$ cat src/display_status_sleep_regs.svh
// Command codes, status field positions, reset values and timing counts
`ifndef DISPLAY_STATUS_SLEEP_REGS_SVH
`define DISPLAY_STATUS_SLEEP_REGS_SVH

`define CMD_READ_IMAGE_SHORT   16'h000D
`define CMD_READ_IMAGE_WIDE    16'h0D00
`define CMD_READ_SIGNAL_SHORT  16'h000E
`define CMD_READ_SIGNAL_WIDE   16'h0E00
`define CMD_READ_DIAG_SHORT    16'h000F
`define CMD_READ_DIAG_WIDE     16'h0F00
`define CMD_SLEEP_ENTER_SHORT  16'h0010
`define CMD_SLEEP_ENTER_WIDE   16'h1000
`define CMD_SLEEP_EXIT_SHORT   16'h0011
`define CMD_SLEEP_EXIT_WIDE    16'h1100

`define IMAGE_INVERSION_BIT    5
`define IMAGE_ALL_WHITE_BIT    4
`define IMAGE_ALL_BLACK_BIT    3
`define IMAGE_MODE_RESET       8'h00
`define IMAGE_MODE_MASK        8'h38

`define SIGNAL_MODE_MASK       8'hC1
`define SIGNAL_MODE_RESET      8'h00

`define DIAG_REG_LOAD_BIT      7
`define DIAG_FUNCTION_BIT      6
`define DIAG_ATTACH_BIT        5
`define DIAG_GLASS_BIT         4
`define DIAG_CHECKSUM_BIT      0
`define DIAG_RESET             8'h00
`define DIAG_ZERO_MASK         8'h0E

`define CLK_PERIOD_NS          50
`define STEP_TIME_NS           1000
`define STEP_CYCLES            ((`STEP_TIME_NS + `CLK_PERIOD_NS - 1) / `CLK_PERIOD_NS)
`define BLANK_FRAMES           2

`endif

$ cat src/display_status_sleep_pkg.sv
// Types shared by the status and sleep command logic
package display_status_sleep_pkg;

   typedef enum logic [2:0] {
      cmd_none,
      cmd_read_image,
      cmd_read_signal,
      cmd_read_diag,
      cmd_sleep_enter,
      cmd_sleep_exit
   } cmd_kind_t;

   typedef enum logic [3:0] {
      st_sleep,
      st_wake_osc,
      st_wake_dcdc,
      st_wake_charge,
      st_wake_blank,
      st_awake,
      st_slp_blank,
      st_slp_drain,
      st_slp_dcdc
   } power_state_t;

   typedef struct packed {
      logic osc_en;
      logic dcdc_en;
      logic scan_en;
      logic drain;
      logic offset_charge;
      logic blank;
   } power_ctrl_t;

   typedef struct packed {
      logic inversion_active_flag;
      logic all_white_flag;
      logic all_black_flag;
   } display_flags_t;

   typedef struct packed {
      logic reg_load_ok;
      logic function_ok;
      logic attach_ok;
      logic glass_ok;
      logic checksum_mismatch_flag;
   } diag_checks_t;

endpackage : display_status_sleep_pkg

$ cat src/cmd_decode.sv
// Command code decoder for the status and sleep commands
`timescale 1ns/1ps
`include "display_status_sleep_regs.svh"

module cmd_decode
   import display_status_sleep_pkg::*;
(
   input  wire logic [15:0] cmd_code,
   output cmd_kind_t        cmd_kind
);

   always_comb begin
      unique case (cmd_code)
         `CMD_READ_IMAGE_SHORT, `CMD_READ_IMAGE_WIDE: begin
            cmd_kind = cmd_read_image;
         end
         `CMD_READ_SIGNAL_SHORT, `CMD_READ_SIGNAL_WIDE: begin
            cmd_kind = cmd_read_signal;
         end
         `CMD_READ_DIAG_SHORT, `CMD_READ_DIAG_WIDE: begin
            cmd_kind = cmd_read_diag;
         end
         `CMD_SLEEP_ENTER_SHORT, `CMD_SLEEP_ENTER_WIDE: begin
            cmd_kind = cmd_sleep_enter;
         end
         `CMD_SLEEP_EXIT_SHORT, `CMD_SLEEP_EXIT_WIDE: begin
            cmd_kind = cmd_sleep_exit;
         end
         default: begin
            cmd_kind = cmd_none;
         end
      endcase
   end

endmodule : cmd_decode

$ cat src/step_timer.sv
// Down counter that times one step of the power sequence
`timescale 1ns/1ps

module step_timer #(
   parameter int WIDTH = 8
) (
   input  wire logic             clk_sys,
   input  wire logic             reset,
   input  wire logic             start,
   input  wire logic [WIDTH-1:0] load,
   output logic                  done
);

   logic [WIDTH-1:0] count;
   logic [WIDTH-1:0] next_count;
   logic             next_done;

   if (WIDTH < 2 || WIDTH > 16) begin : g_width_check
      $error("step_timer WIDTH out of range");
   end

   always_comb begin
      next_count = count;
      if (start) begin
         next_count = load;
      end else if (count != '0) begin
         next_count = count - WIDTH'(1);
      end
      next_done = (count == WIDTH'(1)) && !start;
   end

   always_ff @(posedge clk_sys) begin
      if (reset) begin
         count <= '0;
         done  <= 1'b0;
      end else begin
         count <= next_count;
         done  <= next_done;
      end
   end

endmodule : step_timer

$ cat src/display_status_sleep_cmds.sv
// Status read and sleep enter and exit command handling
//
// Notes on behaviour
// - Image-mode read returns byte, zero-reset, unused zero
// - Bit 5 shows colour inversion active
// - Bit 4 shows forced all-white display
// - Bit 3 shows forced all-black display
// - Signal-mode read: only bits 7,6,0 nonzero
// - Diagnostic read returns checks from last wake
// - Bits 7,6: register-load and function checks passed
// - Bits 5,4: attachment, glass; bits 3-1 zero
// - Bit 0 set on checksum mismatch
// - Sleep-in stops converter, oscillator, scanning
// - Command port works, registers kept while asleep
// - Sleep-in ignored when already asleep
// - Wake command leaves the sleep state
// - Sleep-in first blanks screen, display setting kept
// - Then drain panel, stop converter, stop oscillator
// - Status reads refused in partial display mode
// - Wake restarts supplies, charges, blanks two frames
`timescale 1ns/1ps
`include "display_status_sleep_regs.svh"

module display_status_sleep_cmds
   import display_status_sleep_pkg::*;
#(
   parameter int STEP_CYCLES  = `STEP_CYCLES,
   parameter int BLANK_FRAMES = `BLANK_FRAMES
) (
   input  wire logic        clk_sys,
   input  wire logic        reset,
   input  wire logic        soft_reset_req,
   input  wire logic        cmd_valid,
   input  wire logic [15:0] cmd_code,
   input  wire logic        partial_mode,
   input  display_flags_t   display_flags,
   input  wire logic [7:0]  signal_mode_bits,
   input  diag_checks_t     diag_checks,
   input  wire logic        frame_tick,
   output logic             rsp_valid,
   output logic             rsp_refused,
   output logic [7:0]       rsp_data,
   output power_ctrl_t      power_ctrl,
   output logic             asleep
);

   ////////////////////////////////////////////////////////////////////////////////////////
   // Parameter checks

   if (STEP_CYCLES < 1 || STEP_CYCLES > 255) begin : g_step_check
      $error("STEP_CYCLES out of range");
   end
   if (BLANK_FRAMES < 1 || BLANK_FRAMES > 15) begin : g_blank_check
      $error("BLANK_FRAMES out of range");
   end

   ////////////////////////////////////////////////////////////////////////////////////////
   // Declarations

   localparam logic [7:0] STEP_LOAD  = 8'(STEP_CYCLES);
   localparam logic [3:0] BLANK_LAST = 4'(BLANK_FRAMES - 1);

   cmd_kind_t    cmd_kind;
   power_state_t state;
   power_state_t next_state;
   power_ctrl_t  next_power;
   logic         rst_all;
   logic         step_start;
   logic         next_step_start;
   logic         step_done;
   logic [3:0]   frame_count;
   logic [3:0]   next_frame_count;
   logic [7:0]   image_mode_status;
   logic [7:0]   next_image;
   logic [7:0]   signal_mode_status;
   logic [7:0]   next_signal;
   logic [7:0]   self_diagnostic_result;
   logic [7:0]   next_diag;
   logic         next_rsp_valid;
   logic         next_rsp_refused;
   logic [7:0]   next_rsp_data;
   logic         read_image_mode_cmd;
   logic         read_signal_mode_cmd;
   logic         read_self_diag_cmd;
   logic         sleep_enter_cmd;
   logic         sleep_exit_cmd;
   logic         read_cmd;

   function automatic power_ctrl_t power_for(input power_state_t s);
      power_ctrl_t p;
      p = '0;
      unique case (s)
         st_sleep: begin
            p = '0;
         end
         st_wake_osc: begin
            p.osc_en = 1'b1;
         end
         st_wake_dcdc: begin
            p.osc_en  = 1'b1;
            p.dcdc_en = 1'b1;
         end
         st_wake_charge: begin
            p.osc_en        = 1'b1;
            p.dcdc_en       = 1'b1;
            p.offset_charge = 1'b1;
         end
         st_wake_blank, st_slp_blank: begin
            p.osc_en  = 1'b1;
            p.dcdc_en = 1'b1;
            p.scan_en = 1'b1;
            p.blank   = 1'b1;
         end
         st_awake: begin
            p.osc_en  = 1'b1;
            p.dcdc_en = 1'b1;
            p.scan_en = 1'b1;
         end
         st_slp_drain: begin
            p.osc_en  = 1'b1;
            p.dcdc_en = 1'b1;
            p.drain   = 1'b1;
            p.blank   = 1'b1;
         end
         st_slp_dcdc: begin
            p.osc_en = 1'b1;
            p.blank  = 1'b1;
         end
         default: begin
            p = '0;
         end
      endcase
      return p;
   endfunction : power_for

   ////////////////////////////////////////////////////////////////////////////////////////
   // Command decode and step timer

   cmd_decode u_cmd_decode (
      .cmd_code (cmd_code),
      .cmd_kind (cmd_kind)
   );

   step_timer #(
      .WIDTH (8)
   ) u_step_timer (
      .clk_sys (clk_sys),
      .reset   (rst_all),
      .start   (step_start),
      .load    (STEP_LOAD),
      .done    (step_done)
   );

   assign rst_all              = reset || soft_reset_req;
   assign read_image_mode_cmd  = cmd_valid && (cmd_kind == cmd_read_image);
   assign read_signal_mode_cmd = cmd_valid && (cmd_kind == cmd_read_signal);
   assign read_self_diag_cmd   = cmd_valid && (cmd_kind == cmd_read_diag);
   assign sleep_enter_cmd      = cmd_valid && (cmd_kind == cmd_sleep_enter);
   assign sleep_exit_cmd       = cmd_valid && (cmd_kind == cmd_sleep_exit);
   assign read_cmd = read_image_mode_cmd || read_signal_mode_cmd || read_self_diag_cmd;

   ////////////////////////////////////////////////////////////////////////////////////////
   // Power sequence

   always_comb begin
      next_state = state;
      unique case (state)
         st_sleep:       if (sleep_exit_cmd) next_state = st_wake_osc;
         st_wake_osc:    if (step_done) next_state = st_wake_dcdc;
         st_wake_dcdc:   if (step_done) next_state = st_wake_charge;
         st_wake_charge: if (step_done) next_state = st_wake_blank;
         st_wake_blank: begin
            if (frame_tick && frame_count == BLANK_LAST) next_state = st_awake;
         end
         st_awake:       if (sleep_enter_cmd) next_state = st_slp_blank;
         st_slp_blank:   if (step_done) next_state = st_slp_drain;
         st_slp_drain:   if (step_done) next_state = st_slp_dcdc;
         st_slp_dcdc:    if (step_done) next_state = st_sleep;
         default:        next_state = st_sleep;
      endcase
      next_step_start = (next_state != state) &&
                        (next_state inside {st_wake_osc, st_wake_dcdc, st_wake_charge,
                                            st_slp_blank, st_slp_drain, st_slp_dcdc});
      next_frame_count = '0;
      if (state == st_wake_blank) begin
         next_frame_count = frame_tick ? frame_count + 4'h1 : frame_count;
      end
      next_power = power_for(next_state);
   end

   always_ff @(posedge clk_sys) begin
      if (rst_all) begin
         state       <= st_sleep;
         step_start  <= 1'b0;
         frame_count <= '0;
         power_ctrl  <= '0;
         asleep      <= 1'b1;
      end else begin
         state       <= next_state;
         step_start  <= next_step_start;
         frame_count <= next_frame_count;
         power_ctrl  <= next_power;
         asleep      <= (next_state == st_sleep);
      end
   end

   ////////////////////////////////////////////////////////////////////////////////////////
   // Status registers and read response

   always_comb begin
      next_image = `IMAGE_MODE_RESET;
      next_image[`IMAGE_INVERSION_BIT] = display_flags.inversion_active_flag;
      next_image[`IMAGE_ALL_WHITE_BIT] = display_flags.all_white_flag;
      next_image[`IMAGE_ALL_BLACK_BIT] = display_flags.all_black_flag;
      next_signal = signal_mode_bits & `SIGNAL_MODE_MASK;
      next_diag   = self_diagnostic_result;
      if (state == st_wake_blank && next_state == st_awake) begin
         next_diag = `DIAG_RESET;
         next_diag[`DIAG_REG_LOAD_BIT] = diag_checks.reg_load_ok;
         next_diag[`DIAG_FUNCTION_BIT] = diag_checks.function_ok;
         next_diag[`DIAG_ATTACH_BIT]   = diag_checks.attach_ok;
         next_diag[`DIAG_GLASS_BIT]    = diag_checks.glass_ok;
         next_diag[`DIAG_CHECKSUM_BIT] = diag_checks.checksum_mismatch_flag;
      end
      next_rsp_valid   = read_cmd && !partial_mode;
      next_rsp_refused = read_cmd && partial_mode;
      next_rsp_data    = 8'h00;
      if (next_rsp_valid) begin
         unique case (cmd_kind)
            cmd_read_image:  next_rsp_data = image_mode_status;
            cmd_read_signal: next_rsp_data = signal_mode_status;
            cmd_read_diag:   next_rsp_data = self_diagnostic_result;
            default:         next_rsp_data = 8'h00;
         endcase
      end
   end

   always_ff @(posedge clk_sys) begin
      if (rst_all) begin
         image_mode_status      <= `IMAGE_MODE_RESET;
         signal_mode_status     <= `SIGNAL_MODE_RESET;
         self_diagnostic_result <= `DIAG_RESET;
         rsp_valid              <= 1'b0;
         rsp_refused            <= 1'b0;
         rsp_data               <= 8'h00;
      end else begin
         image_mode_status      <= next_image;
         signal_mode_status     <= next_signal;
         self_diagnostic_result <= next_diag;
         rsp_valid              <= next_rsp_valid;
         rsp_refused            <= next_rsp_refused;
         rsp_data               <= next_rsp_data;
      end
   end
endmodule : display_status_sleep_cmds

$ cat config.mk
export PLATFORM = sky130hd
export DESIGN_NAME = display_status_sleep_cmds
export DESIGN_NICKNAME = d
export VERILOG_FILES = /design/src/display_status_sleep_pkg.sv /design/src/cmd_decode.sv /design/src/step_timer.sv /design/src/display_status_sleep_cmds.sv
export VERILOG_INCLUDE_DIRS = /design/src
export SDC_FILE = /design/constraint.sdc
export NUM_CORES = 1
export LEC_CHECK = 0
export BUFFER_PORTS_ARGS = -buffer_cell sky130_fd_sc_hd__buf_2
export CORE_MARGIN = 2
export CORE_UTILIZATION = 40
export CTS_CLUSTER_SIZE = 28
export DETAILED_ROUTE_END_ITERATION = 12
export HOLD_SLACK_MARGIN = 0.1
export MAX_ROUTING_LAYER = met4
export PLACE_DENSITY_LB_ADDON = 0.2
export SYNTH_ARGS = -nofsm -noshare
export SYNTH_HDL_FRONTEND = slang
export SYNTH_SLANG_ARGS = --single-unit
$ cat constraint.sdc
create_clock -name clk_sys -period 2.52 [get_ports clk_sys]
set_clock_uncertainty 0.15 [all_clocks]
set_input_delay 0.126 -clock clk_sys [delete_from_list [all_inputs] [get_ports clk_sys]]
set_output_delay 0.126 -clock clk_sys [all_outputs]
set_load 0.05 [all_outputs]
# Word level (Yosys, flattened, before mapping)
# Index checks and enable logic that the tools add are counted.
[totals]
word_cells = 112
regBits = 56
ramBits = 0
output_inout_bits = 17
input_bits = 38
memories = 0
romBits = 0
latch_bits = 0
[classes]
mul = 0
div_mod_pow = 0
addsub = 2
bitwise_logic = 2
n_shift = 0
n_eq_ne = 34
n_lt_le_gt_ge = 0
n_reduce_logical = 33
mux = 20
[ops]
columns = ["op", "count"]
rows = [
  ["16-bit by 12-bit == test with 1-bit output, second input constant", 3],
  ["16-bit by 4-bit == test with 1-bit output, second input constant", 3],
  ["4-bit two-way mux", 9],
  ["4-bit case mux with 9 select lines", 1],
  ["16-bit by 13-bit == test with 1-bit output, second input constant", 2],
  ["16-bit by 5-bit == test with 1-bit output, second input constant", 2],
  ["4-bit by 3-bit == test with 1-bit output, second input constant", 8],
  ["8-bit case mux with 3 select lines", 1],
  ["4-bit by 2-bit == test with 1-bit output, second input constant", 4],
  ["2-bit OR reduction", 8],
  ["3-bit case mux with 5 select lines", 1],
  ["4-bit by 1-bit == test with 1-bit output, second input constant", 3],
  ["1-bit logical AND", 11],
  ["5-bit two-way mux", 2],
  ["4-bit == test, second input constant", 2],
  ["8-bit by 1-bit == test with 1-bit output, second input constant", 1],
  ["4-bit logical NOT", 2],
  ["8-bit nonzero test", 1],
  ["8-bit OR reduction", 1],
  ["8-bit by 1-bit subtractor with 8-bit output, second input constant", 1],
  ["3-bit by 2-bit == test with 1-bit output, second input constant", 2],
  ["3-bit == test, second input constant", 2],
  ["1-bit two-way mux", 6],
  ["6-bit nonzero test", 1],
  ["other kinds (10)", 14],
]

# Logic depth before layout (Yosys ltp)
# Gate-level depths: netlist of run 1.
[depth]
depth_word = 10
depth_mapped = 8
depth_no_buf = 8

# Hierarchy
# A second synthesis of run 1 with hierarchy kept.
[hier_totals]
hier_cells = 240
hier_area_um2 = 2122.0
[modules_own_cells]
columns = ["module", "seq_area_each_um2", "cells_each", "area_per_inst_um2", "instances"]
rows = [
  ["display_status_sleep_cmds", 700.7, 155, 1438.9, 1],
  ["step_timer", 180.2, 61, 529.3, 1],
  ["cmd_decode", 0.0, 24, 153.9, 1],
]

# Worst setup path after synthesis of run 1
# OpenSTA, ideal clock, no wires.
[synth_timing]
path_kind = "flip-flop to flip-flop"
startpoint = "register frame_count[1]"
endpoint = "register power_ctrl[5] (netlist bit)"
setup_ns = 0.115
path_stages_with_launch = 9
arrival_time_ns = 1.723
setup_slack_ns = 0.532
n_path_buf = 0
required_ns = 2.255
period_less_slack_ns = 1.988
cell_sequence = "dfxtp_1 -> inv_1 -> ha_1 -> nor4bb_1 -> nand3_1 -> o211ai_1 -> a21oi_1 -> nand2_1 -> o21a_1"
[synth_between]
elab_chain_len = 7
word_cells_on_any_way = 14
classes_between = "eq/ne: 9; mux: 3; reduce/logical: 2"
[synth_lines]
columns = ["element", "line_no", "source"]
rows = [
  ["start: declaration", "display_status_sleep_cmds.sv:71", "logic [3:0] frame_count;"],
  ["start signal: assignment", "display_status_sleep_cmds.sv:201", "frame_count <= next_frame_count;"],
  ["4-bit by 1-bit == test with 1-bit output (*)", "display_status_sleep_cmds.sv:173", "if (frame_tick && frame_count == BLANK_LAST) next_state = st_awake;"],
  ["1-bit logical AND (*)", "display_status_sleep_cmds.sv:173", ""],
  ["4-bit two-way mux (*)", "display_status_sleep_cmds.sv:173", ""],
  ["4-bit case mux with 9 select lines (*)", "display_status_sleep_cmds.sv:167", "unique case (state)"],
  ["4-bit by 1-bit == test with 1-bit output, or another cell as far along", "display_status_sleep_cmds.sv:92", "unique case (s)"],
  ["8-bit OR reduction (no line) (*)", "n/a", ""],
  ["1-bit two-way mux (*)", "display_status_sleep_cmds.sv:92", ""],
  ["end signal: assignment", "display_status_sleep_cmds.sv:202", "power_ctrl <= next_power;"],
  ["end: declaration", "display_status_sleep_cmds.sv:43", "output power_ctrl_t power_ctrl,"],
]
# Every way passes the cells marked *; elsewhere a longest branch is shown, timed or not.
# A chain may end at the register's enable or synchronous reset.

# Final worst setup path of run 1
# Ends and elaborated chain as after synthesis.

==> results of run 1 <==
[critical path, cell delays in order (launching register included)]
cell and delay, ns:
dfxtp_1 0.38, inv_1 0.06, ha_1 0.16, nor4bb_1 0.14, nand3_1 0.11, o211ai_1 0.09, a21oi_1 0.46, nand2_1 0.18
o21a_1 0.22
[cell usage after synthesis]
library cell   n  area (um2)
a2111oi_0      1        8.76
a2111oi_4      1        27.5
a211o_1        1        8.76
a211oi_1       1        7.51
a21oi_1       17        85.1
a22oi_1        6        45.0
a31o_1         1        8.76
a31oi_1        1        6.26
a32oi_1        1        8.76
and2_1         6        37.5
and3_1         2        12.5
and4_1         2        17.5
buf_4          2        15.0
buf_6          1        11.3
clkbuf_1       5        18.8
conb_1         1        3.75
dfxtp_1       44         881
ha_1           5        62.6
inv_1          5        18.8
mux2i_1        5        50.1
nand2_1       10        37.5
nand2b_1       5        31.3
nand3_1       11        55.1
nand3b_1       7        52.6
nand4_1        2        12.5
nor2_1        28         105
nor2b_1        1        6.26
nor3_1         8        40.0
nor3b_1        2        15.0
nor4_1         5        31.3
nor4_2         2        25.0
nor4b_2        1        15.0
nor4bb_1       1        10.0
o211ai_1       2        15.0
o21a_1         1        7.51
o21ai_0        2        10.0
o21ai_1        1        5.00
o22ai_1        1        6.26
o31ai_1        2        15.0
or2_1          2        12.5
or2_2          2        12.5
or3_1          2        12.5
or4_4          1        11.3
xnor2_1        5        43.8
xor2_1         4        35.0
[power groups by stage]
stage | registers [mW] | clock network [mW] | logic [mW]
2_1_floorplan | 0.799 | 0 | 0.323
3_3_place_gp | 0.809 | 0 | 0.400
3_5_place_dp | 0.810 | 0 | 0.408
4_1_cts | 0.794 | 0.480 | 0.425
5_1_grt | 0.804 | 0.503 | 0.487
6_report | 0.797 | 0.459 | 0.422
[per-stage QoR]
stage	area, um2	utilization	hold WS, ns	power, mW
global route	2490	0.527	0.151	1.79
floorplan	1960	-	0.0553	1.12
finish	2490	0.527	0.112	1.68
global placement	2250	0.477	0.178	1.21
CTS	2490	0.527	0.113	1.70
detailed placement	2250	0.477	0.181	1.22
[registers in the layout, summed over array words and instances, names as in the netlist]
name,count
asleep,1
frame_count,4
image_mode_status,3
power_ctrl,6
rsp_data,6
rsp_refused,1
rsp_valid,1
self_diagnostic_result,5
signal_mode_status,3
state,4
step_start,1
u_step_timer.count,8
u_step_timer.done,1
[what timing repair did]
item | in CTS | in global routing
hold buffers | 14 | 0
gates resized for setup | 0 | 0
hold endpoints to repair | 22 | 0
setup endpoints to repair | 0 | 0
[how the worst max path moves through the flow]
stage                         end  slack [ns]  cells past startpoint
floorplan           power_ctrl[5]        0.53                      8
global placement       step_start        0.41                      7
detailed placement     step_start        0.40                      7
CTS                 power_ctrl[5]        0.41                      8
global route        power_ctrl[5]        0.22                      8
finish              power_ctrl[5]        0.46                      8
[cell families after synthesis]
group           share of synthesized area
fa+ha+maj                          0.0319
other cells                       0.00192
compound gates                      0.135
flops                               0.450
simple gates                        0.282
mux                                0.0256
buf+inv                            0.0326
xor+xnor                           0.0403
[layer usage]
metal  track usage  share of wire  vias to the layer above
met5             -              0                        -
met4        0.0606          0.013                        0
met3        0.0407          0.051                        5
met2         0.260           0.44                       37
met1         0.224           0.50                      765
li1              -              -                      892
[layout make-up]
class | count | area share
clock buffers | 7 | 0.0387
flip-flops and latches | 44 | 0.354
repair buffers | 63 | 0.157
inverters | 5 | 0.00755
multi-input cells | 160 | 0.409
well taps | 67 | 0.0337
==> flow_summary.ini, run 1 <==
[global_routing]
grt_pass1_vias = 1602
overflow = 0
antenna_found_initial = 0
track_usage = 0.171
grt_max_degree = 20
grt_first_pass_wirelength_um = 7000

[finish]
multi_input_area_mm2 = 0.00102
layout_common_cells = buf_2, dfxtp_1, nor2_1
nFillCells = 460
insertedDiodeCount = 0
drive_gt1_frac = 0.226
final_common_cell = buf_2
nNetsFinal = 322
layout.cells.non_filler = 346
syn_to_final_growth_pct = 27.0
ff_latch_area_um2 = 881

[critical_path]
cp_data_required_time_ns = 2.55
worstSetupPathType = reg2reg
r2r-end = power_ctrl[5]
critPathArrivalTime_ns = 2.10
cp-startpoint = frame_count[1]
reg2reg_from = frame_count[1]
r2r_setup_slack_ns = 0.46
critPathMaxFanout = 5
reg2regPathDepth = 8
cp-start-kind = flip-flop
endpoint_kind = flip-flop

[routing]
drtIter0Drc = 69
wl_per_cell_um = 11.8
ant_nets = 0
viasPerCell = 4.91
vias = 1699
first_pass_iters = 4
drcViolationCount = 0
finalWirelength_um = 4100

[worst_hold_path]
hold_depth = 3
min_path_type = in2reg
hold_start = soft_reset_req
min_to = image_mode_status[4]

[placed_design]
place_congestion = 0.816
place_hpwl_um = 2960
place_inst = 325
io_buffers = 47
pre_cts_slack_ns = 0.403

[power]
pwr_density_cell_mw_per_mm2 = 674
vdd_drop_max_mv = 0.481
p_switching_mw = 0.490
p_leak_nw = 1.03
clkPwrFrac = 0.274
p_sw_frac = 0.292
comb_power_share = 0.251
share_seq_of_total_power = 0.475
p_int_mw = 1.19

[timing]
setup_violations = 0
setup_tns_ns = 0
tightest_slew_ns = 0.623
finalHoldViolCount = 0
period_needed_ns = 2.06
slew_violations = 0
finalCritPeriodShare = 0.819
fmax_mhz = 485
relSlewSlack = 0.581
grt_setup_unrepaired = false
timing.final.ws_setup_ns = 0.457

[floorplan]
start_util = 0.415
die_x_um = 74.0
die_area_mm2 = 0.00547
coreArea_mm2 = 0.00472
num_rows = 25
die_h_um = 74.0
num_io_pins = 55

[clock_tree]
cts_buffers = 5
cts_htree_levels = 2
clk_path_buf_depth = 2
clkSinkCount = 44
path_clk_slew_ns = 0.07
postCtsSetupBuffers = 0
tritoncts = yes
clockRootBuffer = clkbuf_8
clock_latency_ns = 0.29

[logic_synthesis]
avgSynthCellArea_um2 = 9.07
synth-seq-cells = 44
synth_warnings = 0
yosysUniqueCellTypes = 45
netlist_instances = 216
syn_area_mm2 = 0.00196
ys_seq_area_frac = 0.450

[run]
drv_cap = 0

[run_status]
status = complete, no violations
Power figures use the tool's default switching activity.
==> inputs of run 2 (changes only) <==
Settings changed: ABC_AREA set to 1.
Clock period 2.52 ns to 2.1 ns, I/O delays scaled along.
==> flow_summary.ini, run 2 <==
[clock_tree]
cts_htree_levels = 2
tritoncts = yes
clockRootBuffer = clkbuf_8
clk_path_buf_depth = 2
clock_latency_ns = 0.29
postCtsSetupBuffers = 0
clkSinkCount = 44
cts_buffers = 5
path_clk_slew_ns = 0.08

[placed_design]
place_congestion = 0.797
pre_cts_slack_ns = 0.306
place_hpwl_um = 3480
io_buffers = 47

[logic_synthesis]
yosysUniqueCellTypes = 37
netlist_instances = 301
synth-edff-count = 0
syn_area_mm2 = 0.00228
synth_commonest_cells = dfxtp_1, nand2_1, nor2_1
yosysTopAreaCellShare = 0.386
synth_area_leaders = dfxtp_1, nand2_1, nor2_1
synth_warnings = 0
synthFlopType = dfxtp_1
synth-seq-cells = 44
ys_seq_area_frac = 0.386
avgSynthCellArea_um2 = 7.58
synthArstFlopShare = 0
synth_top_area_cell = dfxtp_1

[critical_path]
cp-start-kind = input port
endpoint_kind = flip-flop
critPathArrivalTime_ns = 2.08
worstSetupPathType = in2reg
crit_top_cell = dlygate4sd3_1
cpMaxStageDelayCell = dlygate4sd3_1
crit_chain = dlygate4sd3_1, buf_2, nor2_1, dlygate4sd3_1, buf_4, nand4_1, nor3_2
critPathMaxFanout = 13
cp_data_required_time_ns = 2.17
max_stage_delay_ns = 0.57

[power]
vdd_drop_max_mv = 0.590
p_leak_nw = 1.29
pwr_density_cell_mw_per_mm2 = 713

[finish]
multi_input_area_mm2 = 0.00120
layout_common_cells = buf_2, nor2_1, nand2_1, dfxtp_1, inv_1
nNetsFinal = 411
largest_register = u_step_timer.count
insertedDiodeCount = 0
syn_to_final_growth_pct = 24.6
reg_top3 = u_step_timer.count (8), power_ctrl (6), rsp_data (6)
final_common_cell = buf_2
largest_reg_flops = 8
nFillCells = 539
drive_gt1_frac = 0.290
ff_latch_area_um2 = 881

[timing]
fmax_mhz = 497
timing.final.ws_setup_ns = 0.0894
slew_violations = 0
period_needed_ns = 2.01
finalCritPeriodShare = 0.957
finalHoldViolCount = 0
setup_violations = 0
setup_tns_ns = 0

[worst_hold_path]
min_path_type = in2reg

[global_routing]
antenna_found_initial = 0
track_usage = 0.158
grt_pass1_vias = 1874
grt_max_degree = 14
overflow = 0
grt_first_pass_wirelength_um = 7690

[run_status]
status = complete, no violations

[floorplan]
coreArea_mm2 = 0.00551
start_util = 0.414
num_rows = 27
die_area_mm2 = 0.00632
num_io_pins = 55
die_h_um = 79.5
die_x_um = 79.5

[routing]
vias = 2036
drcViolationCount = 0
viasPerCell = 4.62
ant_nets = 0
first_pass_iters = 4
drtIter0Drc = 70
finalWirelength_um = 4540
wl_per_cell_um = 10.3

[run]
drv_cap = 0
## run 2: cell types whose count changed after synthesis, sizes merged, moves of 5 or more
cell    change
and2        -6
a22oi       -6
xnor2       -5
inv        +41
nand2      +45
o21ai      +13
nor2       +30
nand3b      -7
nand3      +10
nor4        -5
nand2b      -5
## run 2: report_power, final
part	internal, mW	switching (mW)	total [mW]
logic	0.219	0.336	0.555
registers	0.898	0.0430	0.941
clock network	0.268	0.262	0.530
total	1.39	0.641	2.03
## run 2: path summary, 6_finish.rpt
path | start | endpoint | cells after the start | slack, ns
worst max-delay path | soft_reset_req | frame_count[3] | 7 | 0.09
worst min-delay path | cmd_valid | rsp_refused | 5 | 0.10
worst max register to register | state[0] | step_start | 8 | 0.28
worst min register to register | image_mode_status[3] | rsp_data[3] | 2 | 0.30
## run 2: final cells by class
cell class / count / share of cell area
clock buffer: 8 / 0.0317
inverter: 46 / 0.0616
multi-input combinational: 206 / 0.422
sequential: 44 / 0.310
tap: 72 / 0.0317
timing repair buffer: 65 / 0.143
## run 2: per-stage QoR
stage | utilization | instance area (um2) | cells | power, mW | hold WS [ns]
after global routing | 0.516 | 2840 | 441 | 2.18 | 0.136
final | 0.516 | 2840 | 441 | 2.03 | 0.102
after detailed placement | 0.472 | 2600 | 418 | 1.49 | 0.187
after floorplan | - | 2280 | 302 | 1.37 | 0.0672
after CTS | 0.515 | 2840 | 441 | 2.05 | 0.103
after global placement | 0.472 | 2600 | 418 | 1.49 | 0.183
## run 2: logic make-up (layout without fill, tap and decap cells)
family,count (synthesis),count (layout),synth area share
compound gates,41,41,0.130
xor+xnor,2,2,0.00768
fa+ha+maj,5,5,0.0274
buf+inv,52,119,0.0922
flops,44,44,0.386
mux,1,1,0.00439
other cells,1,2,0.00164
simple gates,155,155,0.351
## run 2: critical path, delay by kind of cell
family                 cells  cell delay, ns
buffers and inverters      4            1.42
AND/OR/NAND/NOR            3            0.56
## run 2: timing repair
action,CTS,global route
setup endpoints to repair,0,1
gates resized for setup,0,1
hold buffers,15,0
hold endpoints to repair,24,0
## run 2: metal layers
layer	vias to the layer above	global-route usage	wire (um)
met5	-	-	0
met4	0	0.0603	65
met3	7	0.0430	215
met2	43	0.247	2070
met1	895	0.195	2190
li1	1091	-	-
==> inputs of run 3 (changes only) <==
Settings changed: CORE_ASPECT_RATIO set to 2, CORE_MARGIN 2 to 4, RECOVER_POWER set to 50.
==> flow_summary.ini, run 3 (synthesis results as in run 2) <==
[timing]
setup_tns_ns = 0
fmax_mhz = 539
tightest_slew_ns = 0.605
finalCritPeriodShare = 0.883
period_needed_ns = 1.85
timing.final.ws_setup_ns = 0.246
grt_setup_unrepaired = false
relSlewSlack = 0.598
finalHoldViolCount = 0
slew_violations = 0
setup_violations = 0

[floorplan]
num_rows = 38
die_h_um = 115
start_util = 0.417
die_area_mm2 = 0.00705
coreArea_mm2 = 0.00547
num_io_pins = 55
die_x_um = 61.4

[critical_path]
endpoint_kind = flip-flop
critPathMaxFanout = 8
reg2regPathDepth = 8
cp-start-kind = flip-flop
reg2reg_from = state[0]
cp_data_required_time_ns = 2.18
critPathArrivalTime_ns = 1.94
worstSetupPathType = reg2reg
r2r-end = step_start
r2r_setup_slack_ns = 0.25

[placed_design]
place_hpwl_um = 4020
io_buffers = 47
place_congestion = 0.937
pre_cts_slack_ns = 0.295

[power]
p_int_mw = 1.50
vdd_drop_max_mv = 0.556
p_switching_mw = 0.695
pwr_density_cell_mw_per_mm2 = 780
clkPwrFrac = 0.310
p_sw_frac = 0.316
share_seq_of_total_power = 0.430
p_leak_nw = 1.24
p_total_mw = 2.20
comb_power_share = 0.260

[clock_tree]
cts_htree_levels = 2
clock_latency_ns = 0.29
clkSinkCount = 44
cts_resized = 0
tritoncts = yes
cts_buffers = 5
clk_path_buf_depth = 2
postCtsSetupBuffers = 0
path_clk_slew_ns = 0.08
clockRootBuffer = clkbuf_8

[routing]
viasPerCell = 4.90
ant_nets = 0
first_pass_iters = 4
drtIter0Drc = 56
finalWirelength_um = 5110
vias = 2101
drcViolationCount = 0
wl_per_cell_um = 11.9

[run]
drv_cap = 0

[run_status]
status = complete, no violations

[global_routing]
grt_first_pass_wirelength_um = 8710
track_usage = 0.167
grt_pass1_vias = 2071
overflow = 0
antenna_found_initial = 0
grt_max_degree = 15

[finish]
final_util = 0.516
nFillCells = 554
layout_common_cells = nor2_1, nand2_1, dfxtp_1
syn_to_final_growth_pct = 23.6
largest_reg_flops = 8
drive_gt1_frac = 0.241
largest_register = u_step_timer.count
reg_top3 = u_step_timer.count (8), power_ctrl (6), rsp_data (6)
nNetsFinal = 411
insertedDiodeCount = 0

[worst_hold_path]
min_path_type = in2reg
hold_start = soft_reset_req
min_to = state[0]
hold_depth = 5
run 3: how the worst max path moves through the flow:
stage	slack (ns)	startpoint	end
after CTS	0.26	state[0]	step_start
after floorplan	0.54	frame_count[1]	step_start
after global placement	0.33	state[0]	step_start
after global routing	0.04	state[0]	power_ctrl[5]
final	0.25	state[0]	step_start
after detailed placement	0.29	state[0]	step_start
run 3: metrics by stage:
stage	instance area (um2)	hold slack (ns)	cells
floorplan	2280	0.0672	302
global placement	2570	0.172	405
detailed placement	2570	0.181	405
CTS	2860	0.109	429
global route	2820	0.149	429
finish	2820	0.102	429
run 3: worst max-delay path, cell delays in order, from the launching register on:
cell	delay, ns
dfxtp_1	0.56
inv_1	0.16
nor3_2	0.26
nand3_2	0.10
nand2_2	0.13
inv_2	0.07
nand4_1	0.11
nand3_1	0.11
a21oi_2	0.13
run 3: area by class of cell:
type | count | area (um2) | share of cell area
Tap cell | 60 | 75.1 | 0.0266
Timing Repair Buffer | 65 | 392 | 0.139
Clock inverter | 2 | 38.8 | 0.0138
Sequential cell | 44 | 881 | 0.312
Multi-Input combinational cell | 206 | 1180 | 0.417
Clock buffer | 6 | 82.6 | 0.0293
Inverter | 46 | 175 | 0.0621
run 3: power by group through the flow:
stage,Sequential [mW],Clock (mW),Combinational (mW)
2_1_floorplan,0.951,0,0.422
3_3_place_gp,0.963,0,0.534
3_5_place_dp,0.964,0,0.541
4_1_cts,0.945,0.702,0.574
5_1_grt,0.958,0.730,0.662
6_report,0.945,0.682,0.572
run 3: what timing repair did:
item,in CTS,in global routing
setup endpoints to repair,0,0
endpoints found under the hold margin,23,0
hold buffers,16,0
run 3: per-layer routing:
metal  vias up  GRT usage  share of wire
met5         -          -              0
met1       967      0.155           0.34
li1       1092          -              -
met4         0     0.0581          0.015
met3         6     0.0292          0.044
met2        36      0.319           0.60
